[config.mk]
export PLATFORM = sky130hd
export DESIGN_NAME = magnetic_threshold_event_detector
export DESIGN_NICKNAME = d
export VERILOG_FILES = /design/src/include/mag_ths_pkg.sv /design/src/design/magnetic_threshold_event_detector.sv /design/src/design/axis_compare.sv /design/src/design/debounce_counter.sv
export SDC_FILE = /design/constraint.sdc
export NUM_CORES = 1
export LEC_CHECK = 0
export BUFFER_PORTS_ARGS = -buffer_cell sky130_fd_sc_hd__buf_2
export CELL_PAD_IN_SITES_DETAIL_PLACEMENT = 0
export CELL_PAD_IN_SITES_GLOBAL_PLACEMENT = 1
export CORE_AREA = 2 2 166 168
export DETAILED_ROUTE_END_ITERATION = 10
export DIE_AREA = 0 0 168 170
export PLACE_DENSITY = 0.9
export SLEW_MARGIN = 5
export SYNTH_ARGS = -nofsm -noshare
export SYNTH_HDL_FRONTEND = slang
export SYNTH_HIERARCHICAL = 1
export SYNTH_SLANG_ARGS = --single-unit
[constraint.sdc]
create_clock -name ref_clk -period 10.29 [get_ports ref_clk]
set_input_delay 3.087 -clock ref_clk [delete_from_list [all_inputs] [get_ports ref_clk]]
set_output_delay 3.087 -clock ref_clk [all_outputs]
set_load 0.05 [all_outputs]
[src/include/mag_ths_pkg.sv]
// ==========================================================================
// register map, field layout and mode encodings
// ==========================================================================
package mag_ths_pkg;

    // ======================================================================
    // widths
    // ======================================================================
    localparam int REG_W    = 8;
    localparam int ADDR_W   = 8;
    localparam int THS_W    = 15;
    localparam int SAMPLE_W = 16;
    localparam int CORR_W   = 17;
    localparam int HI_W     = 7;   // threshold bits held in the high byte

    // ======================================================================
    // register offsets
    // ======================================================================
    localparam logic [ADDR_W-1:0] ADDR_CFG    = 8'h52;
    localparam logic [ADDR_W-1:0] ADDR_SRC    = 8'h53;
    localparam logic [ADDR_W-1:0] ADDR_X_HIGH = 8'h54;
    localparam logic [ADDR_W-1:0] ADDR_X_LOW  = 8'h55;
    localparam logic [ADDR_W-1:0] ADDR_Y_HIGH = 8'h56;
    localparam logic [ADDR_W-1:0] ADDR_Y_LOW  = 8'h57;
    localparam logic [ADDR_W-1:0] ADDR_Z_HIGH = 8'h58;
    localparam logic [ADDR_W-1:0] ADDR_Z_LOW  = 8'h59;
    localparam logic [ADDR_W-1:0] ADDR_COUNT  = 8'h5a;

    // ======================================================================
    // reset values
    // ======================================================================
    localparam logic [REG_W-1:0]  REG_RESET  = 8'h00;
    localparam logic [THS_W-1:0]  THS_RESET  = 15'h0000;
    localparam logic [REG_W-1:0]  READ_ZERO  = 8'h00;

    // ======================================================================
    // configuration register bit positions
    // ======================================================================
    localparam int CFG_LATCH     = 7;
    localparam int CFG_OR_ABOVE  = 6;
    localparam int CFG_Z_EN      = 5;
    localparam int CFG_Y_EN      = 4;
    localparam int CFG_X_EN      = 3;
    localparam int CFG_WAKE_EN   = 2;
    localparam int CFG_INT_EN    = 1;
    localparam int CFG_INT_ROUTE = 0;

    // ======================================================================
    // source register bit positions
    // ======================================================================
    localparam int SRC_ACTIVE = 7;
    localparam int SRC_Z_HE   = 5;
    localparam int SRC_Z_HP   = 4;
    localparam int SRC_Y_HE   = 3;
    localparam int SRC_Y_HP   = 2;
    localparam int SRC_X_HE   = 1;
    localparam int SRC_X_HP   = 0;

    // debounce mode bit in the x high byte
    localparam int DB_MODE_BIT = 7;

    // ======================================================================
    // sensor selection encodings
    // ======================================================================
    localparam logic [1:0] HMS_MAG_ONLY = 2'h1;
    localparam logic [1:0] HMS_HYBRID   = 2'h3;

    // source register tracking state
    typedef enum logic [1:0] {
        SRC_TRACK = 2'h1,
        SRC_HELD  = 2'h2
    } src_state_t;

endpackage

[src/design/magnetic_threshold_event_detector.sv]
`timescale 1ns/1ps
`default_nettype none
// ==========================================================================
// magnetic threshold event detector
// ==========================================================================
// Summary of operation
// (RULE1) event-active flag set when the selected combination of axis flags holds
// (RULE2) source shows current event, or latched event until cleared by a read
// (RULE3) each axis has a high-event flag, one when that axis detected
// (RULE4) each axis polarity flag: zero positive field, one negative field
// (RULE5) axis flags read zero while that axis detection is disabled
// (RULE6) thresholds are unsigned 15-bit values at 0.1 uT per count
// (RULE7) with raw select low, samples have the offset subtracted first
// (RULE8) threshold bits 14..8 in high byte low bits, 7..0 in low byte
// (RULE9) x high byte top bit one: counter clears when condition fails
// (RULE10) mode bit zero: counter decrements by one when condition fails
// (RULE11) event flag set when counter reaches the programmed 8-bit count
// (RULE12) counter saturates at the programmed count
// (RULE13) counter steps once per sample, every second sample in hybrid mode
// (RULE14) logic bit zero: all enabled at or below; one: any at or above
// (RULE15) latch on: flag holds until source read; off: follows detection
// (RULE16) enabled event drives first irq if route bit one, else second
// (RULE17) counter increments while condition holds; reserved bits read zero
module magnetic_threshold_event_detector
    import mag_ths_pkg::*;
(
    input  wire logic                ref_clk,
    input  wire logic                rst_n,
    input  wire logic [ADDR_W-1:0]   reg_addr,
    input  wire logic [REG_W-1:0]    reg_wdata,
    input  wire logic                reg_wr,
    input  wire logic                reg_rd,
    output logic      [REG_W-1:0]    reg_rdata_r,
    input  wire logic                sample_tick,
    input  wire logic [SAMPLE_W-1:0] sample_x,
    input  wire logic [SAMPLE_W-1:0] sample_y,
    input  wire logic [SAMPLE_W-1:0] sample_z,
    input  wire logic [SAMPLE_W-1:0] offset_x,
    input  wire logic [SAMPLE_W-1:0] offset_y,
    input  wire logic [SAMPLE_W-1:0] offset_z,
    input  wire logic                raw_output_sel,
    input  wire logic [1:0]          sensor_select,
    output logic                     event_active_flag,
    output logic                     first_irq_output,
    output logic                     second_irq_output
);

    // ======================================================================
    // registers
    // ======================================================================
    logic [REG_W-1:0] cfg_r;
    logic             db_mode_r;
    logic [THS_W-1:0] ths_x_r;
    logic [THS_W-1:0] ths_y_r;
    logic [THS_W-1:0] ths_z_r;
    logic [REG_W-1:0] count_limit_r;
    logic [REG_W-1:0] src_r;
    src_state_t       src_state_r;
    logic             step_phase_r;

    logic             wr_cfg;
    logic             wr_x_high;
    logic             wr_x_low;
    logic             wr_y_high;
    logic             wr_y_low;
    logic             wr_z_high;
    logic             wr_z_low;
    logic             wr_count;
    logic             src_read;

    logic             step;
    logic             hybrid;
    logic [2:0]       en;
    logic [2:0]       above;
    logic [2:0]       below;
    logic [2:0]       neg;
    logic [2:0]       axis_he;
    logic             cond;
    logic             hit;
    logic [REG_W-1:0] src_new;
    logic [REG_W-1:0] src_view;
    logic [REG_W-1:0] rd_mux;

    // ======================================================================
    // register decode
    // ======================================================================
    assign wr_cfg    = reg_wr && (reg_addr == ADDR_CFG);
    assign wr_x_high = reg_wr && (reg_addr == ADDR_X_HIGH);
    assign wr_x_low  = reg_wr && (reg_addr == ADDR_X_LOW);
    assign wr_y_high = reg_wr && (reg_addr == ADDR_Y_HIGH);
    assign wr_y_low  = reg_wr && (reg_addr == ADDR_Y_LOW);
    assign wr_z_high = reg_wr && (reg_addr == ADDR_Z_HIGH);
    assign wr_z_low  = reg_wr && (reg_addr == ADDR_Z_LOW);
    assign wr_count  = reg_wr && (reg_addr == ADDR_COUNT);
    assign src_read  = reg_rd && (reg_addr == ADDR_SRC);

    // configuration byte, all fields software owned
    always_ff @(posedge ref_clk) begin
        if (!rst_n) begin
            cfg_r <= REG_RESET;
        end else if (wr_cfg) begin
            cfg_r <= reg_wdata;
        end
    end

    // thresholds split over high and low bytes
    always_ff @(posedge ref_clk) begin
        if (!rst_n) begin
            ths_x_r   <= THS_RESET;
            ths_y_r   <= THS_RESET;
            ths_z_r   <= THS_RESET;
            db_mode_r <= 1'b0;
        end else begin
            if (wr_x_high) begin
                ths_x_r[THS_W-1:REG_W] <= reg_wdata[HI_W-1:0];   // RULE8
                db_mode_r              <= reg_wdata[DB_MODE_BIT]; // RULE9
            end
            if (wr_x_low) begin
                ths_x_r[REG_W-1:0] <= reg_wdata;                  // RULE8
            end
            if (wr_y_high) begin
                ths_y_r[THS_W-1:REG_W] <= reg_wdata[HI_W-1:0];   // RULE17
            end
            if (wr_y_low) begin
                ths_y_r[REG_W-1:0] <= reg_wdata;
            end
            if (wr_z_high) begin
                ths_z_r[THS_W-1:REG_W] <= reg_wdata[HI_W-1:0];   // RULE17
            end
            if (wr_z_low) begin
                ths_z_r[REG_W-1:0] <= reg_wdata;                  // RULE6
            end
        end
    end

    // debounce count limit
    always_ff @(posedge ref_clk) begin
        if (!rst_n) begin
            count_limit_r <= REG_RESET;
        end else if (wr_count) begin
            count_limit_r <= reg_wdata;
        end
    end

    // ======================================================================
    // sample step, halved in hybrid mode
    // ======================================================================
    assign hybrid = (sensor_select == HMS_HYBRID);

    // phase bit skips every other tick; restarts when leaving hybrid
    always_ff @(posedge ref_clk) begin
        if (!rst_n) begin
            step_phase_r <= 1'b0;
        end else if (!hybrid) begin
            step_phase_r <= 1'b0;
        end else if (sample_tick) begin
            step_phase_r <= ~step_phase_r;                        // RULE13
        end
    end

    assign step = sample_tick && (!hybrid || step_phase_r);      // RULE13

    // ======================================================================
    // per-axis compare
    // ======================================================================
    assign en = {cfg_r[CFG_Z_EN], cfg_r[CFG_Y_EN], cfg_r[CFG_X_EN]};

    axis_compare u_cmp_x (
        .raw_sample  (sample_x),
        .offset_word (offset_x),
        .raw_sel     (raw_output_sel),
        .threshold   (ths_x_r),
        .at_or_above (above[0]),
        .at_or_below (below[0]),
        .negative    (neg[0])
    );

    axis_compare u_cmp_y (
        .raw_sample  (sample_y),
        .offset_word (offset_y),
        .raw_sel     (raw_output_sel),
        .threshold   (ths_y_r),
        .at_or_above (above[1]),
        .at_or_below (below[1]),
        .negative    (neg[1])
    );

    axis_compare u_cmp_z (
        .raw_sample  (sample_z),
        .offset_word (offset_z),
        .raw_sel     (raw_output_sel),
        .threshold   (ths_z_r),
        .at_or_above (above[2]),
        .at_or_below (below[2]),
        .negative    (neg[2])
    );

    // and of enabled below, or or of enabled above; no axis, no event
    always_comb begin
        if (cfg_r[CFG_OR_ABOVE]) begin
            axis_he = en & above;
            cond    = |axis_he;                                   // RULE14
        end else begin
            axis_he = en & below;
            cond    = (|en) && ((below | ~en) == 3'h7);           // RULE14
        end
    end

    debounce_counter u_debounce (
        .ref_clk    (ref_clk),
        .rst_n      (rst_n),
        .step       (step),
        .cond       (cond),
        .clear_mode (db_mode_r),
        .limit      (count_limit_r),
        .hit        (hit)
    );

    // ======================================================================
    // source register
    // ======================================================================
    // snapshot of the event being reported at this step
    always_comb begin
        src_new = READ_ZERO;
        if (hit) begin
            src_new[SRC_ACTIVE] = 1'b1;                           // RULE1
            src_new[SRC_X_HE]   = axis_he[0];                     // RULE3
            src_new[SRC_X_HP]   = axis_he[0] && neg[0];           // RULE4
            src_new[SRC_Y_HE]   = axis_he[1];
            src_new[SRC_Y_HP]   = axis_he[1] && neg[1];
            src_new[SRC_Z_HE]   = axis_he[2];
            src_new[SRC_Z_HP]   = axis_he[2] && neg[2];
        end
    end

    // tracking follows every step; held waits for a source read.
    // a new event in the read cycle wins over the clear.
    always_ff @(posedge ref_clk) begin
        if (!rst_n) begin
            src_r       <= REG_RESET;
            src_state_r <= SRC_TRACK;
        end else begin
            case (src_state_r)
                SRC_TRACK: begin
                    if (step) begin
                        src_r <= src_new;                         // RULE2
                        if (cfg_r[CFG_LATCH] && hit) begin
                            src_state_r <= SRC_HELD;              // RULE15
                        end
                    end
                end
                SRC_HELD: begin
                    if (step && hit) begin
                        src_r <= src_new;
                    end else if (src_read) begin
                        src_r       <= step ? src_new : READ_ZERO; // RULE15
                        src_state_r <= SRC_TRACK;
                    end else if (!cfg_r[CFG_LATCH]) begin
                        src_state_r <= SRC_TRACK;
                    end
                end
                default: begin
                    src_r       <= REG_RESET;
                    src_state_r <= SRC_TRACK;
                end
            endcase
        end
    end

    // disabled axes always read zero, reserved bit too
    always_comb begin
        src_view           = src_r;
        src_view[SRC_X_HE] = src_r[SRC_X_HE] && en[0];            // RULE5
        src_view[SRC_X_HP] = src_r[SRC_X_HP] && en[0];            // RULE5
        src_view[SRC_Y_HE] = src_r[SRC_Y_HE] && en[1];            // RULE5
        src_view[SRC_Y_HP] = src_r[SRC_Y_HP] && en[1];
        src_view[SRC_Z_HE] = src_r[SRC_Z_HE] && en[2];
        src_view[SRC_Z_HP] = src_r[SRC_Z_HP] && en[2];
    end

    // ======================================================================
    // read port, one cycle after the read strobe
    // ======================================================================
    always_comb begin
        case (reg_addr)
            ADDR_CFG:    rd_mux = cfg_r;
            ADDR_SRC:    rd_mux = src_view;
            ADDR_X_HIGH: rd_mux = {db_mode_r, ths_x_r[THS_W-1:REG_W]};
            ADDR_X_LOW:  rd_mux = ths_x_r[REG_W-1:0];
            ADDR_Y_HIGH: rd_mux = {1'b0, ths_y_r[THS_W-1:REG_W]}; // RULE17
            ADDR_Y_LOW:  rd_mux = ths_y_r[REG_W-1:0];
            ADDR_Z_HIGH: rd_mux = {1'b0, ths_z_r[THS_W-1:REG_W]}; // RULE17
            ADDR_Z_LOW:  rd_mux = ths_z_r[REG_W-1:0];
            ADDR_COUNT:  rd_mux = count_limit_r;
            default:     rd_mux = READ_ZERO;
        endcase
    end

    // data holds until the next read strobe
    always_ff @(posedge ref_clk) begin
        if (!rst_n) begin
            reg_rdata_r <= REG_RESET;
        end else if (reg_rd) begin
            reg_rdata_r <= rd_mux;
        end
    end

    // ======================================================================
    // event outputs, registered so they never glitch
    // ======================================================================
    always_ff @(posedge ref_clk) begin
        if (!rst_n) begin
            event_active_flag <= 1'b0;
            first_irq_output  <= 1'b0;
            second_irq_output <= 1'b0;
        end else begin
            event_active_flag <= src_r[SRC_ACTIVE];               // RULE1
            first_irq_output  <= src_r[SRC_ACTIVE] && cfg_r[CFG_INT_EN]
                                 && cfg_r[CFG_INT_ROUTE];         // RULE16
            second_irq_output <= src_r[SRC_ACTIVE] && cfg_r[CFG_INT_EN]
                                 && !cfg_r[CFG_INT_ROUTE];        // RULE16
        end
    end

endmodule
`default_nettype wire

[src/design/axis_compare.sv]
`timescale 1ns/1ps
`default_nettype none
// ==========================================================================
// per-axis offset correction and threshold compare
// ==========================================================================
module axis_compare
    import mag_ths_pkg::*;
(
    input  wire logic [SAMPLE_W-1:0] raw_sample,
    input  wire logic [SAMPLE_W-1:0] offset_word,
    input  wire logic                raw_sel,
    input  wire logic [THS_W-1:0]    threshold,
    output logic                     at_or_above,
    output logic                     at_or_below,
    output logic                     negative
);

    logic signed [CORR_W-1:0] sample_ext;
    logic signed [CORR_W-1:0] offset_ext;
    logic signed [CORR_W-1:0] corrected;
    logic        [CORR_W-1:0] magnitude;
    logic        [CORR_W-1:0] ths_ext;

    // offset lives in the upper 15 bits, so shift it down and sign extend
    always_comb begin
        sample_ext = {raw_sample[SAMPLE_W-1], raw_sample};
        offset_ext = {{2{offset_word[SAMPLE_W-1]}},
                      offset_word[SAMPLE_W-1:1]};
        corrected  = raw_sel ? sample_ext
                             : CORR_W'(sample_ext - offset_ext); // RULE7
        magnitude  = corrected[CORR_W-1] ? CORR_W'(-corrected)
                                         : corrected;
        ths_ext    = CORR_W'(threshold);
    end

    // compare field magnitude against the unsigned threshold
    assign at_or_above = (magnitude >= ths_ext);     // RULE14
    assign at_or_below = (magnitude <= ths_ext);     // RULE14
    assign negative    = corrected[CORR_W-1];        // RULE4

endmodule
`default_nettype wire

[src/design/debounce_counter.sv]
`timescale 1ns/1ps
`default_nettype none
// ==========================================================================
// saturating debounce counter, one step per sample, every second sample in hybrid
// ==========================================================================
module debounce_counter
    import mag_ths_pkg::*;
(
    input  wire logic             ref_clk,
    input  wire logic             rst_n,
    input  wire logic             step,
    input  wire logic             cond,
    input  wire logic             clear_mode,
    input  wire logic [REG_W-1:0] limit,
    output logic                  hit
);

    logic [REG_W-1:0] count_r;
    logic [REG_W-1:0] count_nxt;

    // next count; clamps if software lowers the limit under the count
    always_comb begin
        if (cond) begin
            if (count_r >= limit) begin
                count_nxt = limit;                         // RULE12
            end else begin
                count_nxt = REG_W'(count_r + 1'b1);        // RULE17
            end
        end else if (clear_mode) begin
            count_nxt = REG_W'(0);                         // RULE9
        end else if (count_r == REG_W'(0)) begin
            count_nxt = REG_W'(0);
        end else begin
            count_nxt = REG_W'(count_r - 1'b1);            // RULE10
        end
    end

    // counter only moves on a sample step
    always_ff @(posedge ref_clk) begin
        if (!rst_n) begin
            count_r <= REG_RESET;
        end else if (step) begin
            count_r <= count_nxt;                          // RULE13
        end
    end

    // event once the count reaches the programmed limit
    assign hit = step && cond && (count_nxt == limit);     // RULE11

endmodule
`default_nettype wire

==> metrics <==
outcome completed; proportion of power drawn by combinational gates 46.0%; switching power share of the total 37.70%; headroom to the max-slew limit 32.41%; Worst Path Required 10.57 ns; dominant cell type by count on the critical path inv_1; internal power consumption 853.3 uW; Worst Min Path Start reg_rdata_r[7]; buffer levels on the longest clock path 2; grt total ovfl 0; violation count after the first detailed-route iteration 642; maximum single-stage delay on the critical path 0.54 ns; hold violation total from the final report 0; leading post-synthesis cells by cell area dfxtp_1 (17%), ha_1 (13%), mux2i_1 (9.3%); VDD IR-drop max 63.92 uV; total CTS buffers 9; number of max-capacitance violations reported 0; critical path launch point type input pin; proportion of layout cells with a drive suffix above 1 21.12%; Crit Reg-Reg Startpoint ths_x_r[1]; category of the worst setup path capture point flip-flop; power density over cell area 109.2 mW/mm^2; number of synthesized flops with an enable pin 0; Max Fclk 101.3 MHz; final number of setup-violating endpoints 0; cts-stage hold buffer count 0; Post-Syn Area 0.01089 mm^2; total count of max-transition violations in the final report 0; depth of the worst register-to-register path 27; DP HPWL 23240 um; 1st-pass router iterations 5; number of sinks on the clock net 91; fraction of the yosys area taken by sequential cells 16.72%; Die Outline Area 0.02856 mm^2; overall track demand over capacity in global routing 19.69%; part of the power in the clock network 27.0%; library cell contributing the largest single delay on the critical path a311oi_1; height of the die 170 um; number of placement rows 60; CTS clk-pin slew, worst paths 0.07 ns; worst flop-to-flop path endpoint src_r[0]; area of the placeable core 0.02665 mm^2; Synth async-reset ratio 0%; worst-skew pair later-pin latency 0.35 ns; TritonCTS clock tree done; effective utilization at floorplan 40.87%; class of the most critical hold timing path reg -> reg; number of top-level pins 131; switching power summed over all nets 516.3 uW; Area growth syn-to-layout 15.15%; LEAKAGE 5.489 nW; Hold Path End reg_rdata_r[7]; r2r setup slk 4.93 ns; pin count of the biggest net entering global routing 85; final core area utilization 47.07%; worst endpoint data arrival time 10.15 ns; synthesized flop and latch total 91; number of vias per cell 5.566; yosys warns 6; clock period minus worst slack 9.870 ns; worst hold path depth 1; Mapped Avg Cell Area 8.021 um^2; Final Net Count 1728; Total Wirelength 29300 um; number of global-route vias before repair 9444; worst-case setup slack after placement -0.1773 ns; Die Wd 168 um; antenna viol nets, final 0; post-route clock skew 0.007645 ns; actual transition at the worst max-transition pin 1.008 ns; average detailed-routed wire length per instance 15.89 um; global-route wire length before repair 46650 um; number of antenna violations at the first check in global routing 2; part of the total power dissipated in sequential elements 27.0%; DR vias 10.26k; top-area cell type share of the netlist area 16.72%; synthesized instance count 1358; worst setup path category in -> reg; top_reg_cell synth dfxtp_1; H-tree Lvls 3; least setup slack across all paths after layout 0.4199 ns; maximum net fanout on the critical path 6; residual DRC count 0; net count after synthesis 1590; count of input and output buffers 127; fin crit share 95.92%; Final GP Congestion 0.9159; root buffer cell clkbuf_16; Synth area leader dfxtp_1; distinct cell type count of the synthesized netlist 114
## placed cells by master (no fill, tap or decap), drive strengths merged, types with 6 or more instances in the layout
master / netlist / layout
a21oi: 66 / 66
a21o: 21 / 21
xnor2: 42 / 42
nor2: 71 / 71
inv: 130 / 135
o22ai: 8 / 8
a211o: 7 / 7
and2: 16 / 16
buf: 30 / 183
nor3: 33 / 33
ha: 109 / 109
nor4: 7 / 7
dfxtp: 91 / 91
and3: 16 / 16
nor2b: 84 / 84
o21a: 13 / 13
mux2: 11 / 11
nand2: 114 / 114
a311oi: 10 / 10
a211oi: 14 / 14
a32oi: 6 / 6
mux2i: 102 / 102
nand4: 18 / 18
xor2: 31 / 31
a31oi: 22 / 22
o31ai: 11 / 11
or3: 19 / 19
nand2b: 14 / 14
mux4: 6 / 6
nand3: 27 / 27
o21ai: 83 / 83
clkbuf: 25 / 9
## worst max-delay path by stage
stage | cells past startpoint | startpoint | to
4_1_cts | 38 | sample_z[0] | src_r[0]
3_3_place_gp | 37 | sample_y[0] | src_r[5]
3_5_place_dp | 38 | sample_z[0] | src_r[3]
6_report | 33 | sample_z[0] | src_r[0]
2_1_floorplan | 36 | sample_x[0] | src_r[7]
5_1_grt | 37 | sample_y[0] | src_r[3]
## synth_stat cells (12+ instances only)
| cell | count |
|---|---|
| a21o_1 | 20 |
| a21oi_1 | 64 |
| a31oi_1 | 20 |
| and2_1 | 15 |
| and3_1 | 14 |
| buf_2 | 16 |
| clkbuf_1 | 24 |
| dfxtp_1 | 91 |
| ha_1 | 109 |
| inv_1 | 127 |
| mux2i_1 | 101 |
| nand2_1 | 113 |
| nand2b_1 | 12 |
| nand3_1 | 22 |
| nand4_1 | 15 |
| nor2_1 | 69 |
| nor2b_1 | 83 |
| nor3_1 | 28 |
| o21a_1 | 13 |
| o21ai_0 | 75 |
| or3_1 | 17 |
| xnor2_1 | 42 |
| xor2_1 | 31 |
## registers in the layout, summed over array words and instances (netlist names)
name and flops:
ths_z_r 15, ths_y_r 15, event_active_flag 1, cfg_r 8, ths_x_r 15, step_phase_r 1, count_limit_r 8, reg_rdata_r 8
first_irq_output 1, u_debounce/count_r 8, src_state_r 2, second_irq_output 1, src_r 7, db_mode_r 1
## per-layer routing
| layer | share of wire [%] | wire length, um | vias up | track usage [%] |
|---|---|---|---|---|
| met1 | 46 | 13580 | 4800 | 26.71 |
| li1 | - | - | 5155 | - |
| met2 | 47 | 13800 | 263 | 33.13 |
| met4 | 2.3 | 682 | 0 | 6.011 |
| met5 | 0 | 0 | - | 0 |
| met3 | 4.2 | 1238 | 45 | 1.837 |
## metrics by stage
stage                     hold WS (ns)  setup TNS, ns  instances  power (mW)  area [um^2]
final                           0.4539              0       1844       1.370        12540
after floorplan                 0.4186              0       1358      0.8343        10890
after global placement          0.4362              0       1810      0.9589        11930
after global routing            0.4804       -0.05440       1844       1.464        12540
after CTS                       0.4515              0       1826       1.348        12260
after detailed placement        0.4356         -1.105       1810      0.9779        11930
## area by class of cell
cell class	count	area, um^2
fill	2614	14110
multi-input combinational	1079	8396
sequential	91	1822
timing repair buffer	183	1065
inverter	132	498.0
tap	341	426.7
clock buffer	9	225.2
clock inverter	7	106.4
antenna	2	5.005
## worst max-delay path, delay by kind of cell
| family | cells | cell delay, ns |
|---|---|---|
| AO/OA/AOI/OAI | 13 | 3.33 |
| XOR/XNOR | 1 | 0.10 |
| adder cells (fa/ha/maj) | 3 | 0.93 |
| buffers and inverters | 6 | 0.61 |
| multiplexers | 3 | 0.63 |
| AND/OR/NAND/NOR | 7 | 1.47 |
## repair_timing
| action | in CTS | in global routing |
|---|---|---|
| endpoints found under the setup margin | 0 | 9 |
| gates resized for setup | 0 | 39 |
| buffers inserted | 0 | 15 |
## power groups by stage
stage               combinational (mW)  clock (mW)  sequential (mW)
global route                     0.703       0.389            0.371
detailed placement               0.600           0            0.378
CTS                              0.604       0.375            0.369
global placement                 0.581           0            0.378
finish                           0.630       0.370            0.370
floorplan                        0.465           0            0.369
## cells by family after synthesis
family                     after synthesis  share of synthesized area (%)
buffers and inverters                  188                          7.581
adders and majority gates              112                          13.07
AOI/OAI and AO/OA                      319                          21.34
and+or+nand+nor                        456                          23.51
muxes                                  119                          11.90
DFF                                     91                          16.72
xor gates and xnor gates                73                          5.869
Note: power is estimated with default switching activity, not from simulation.
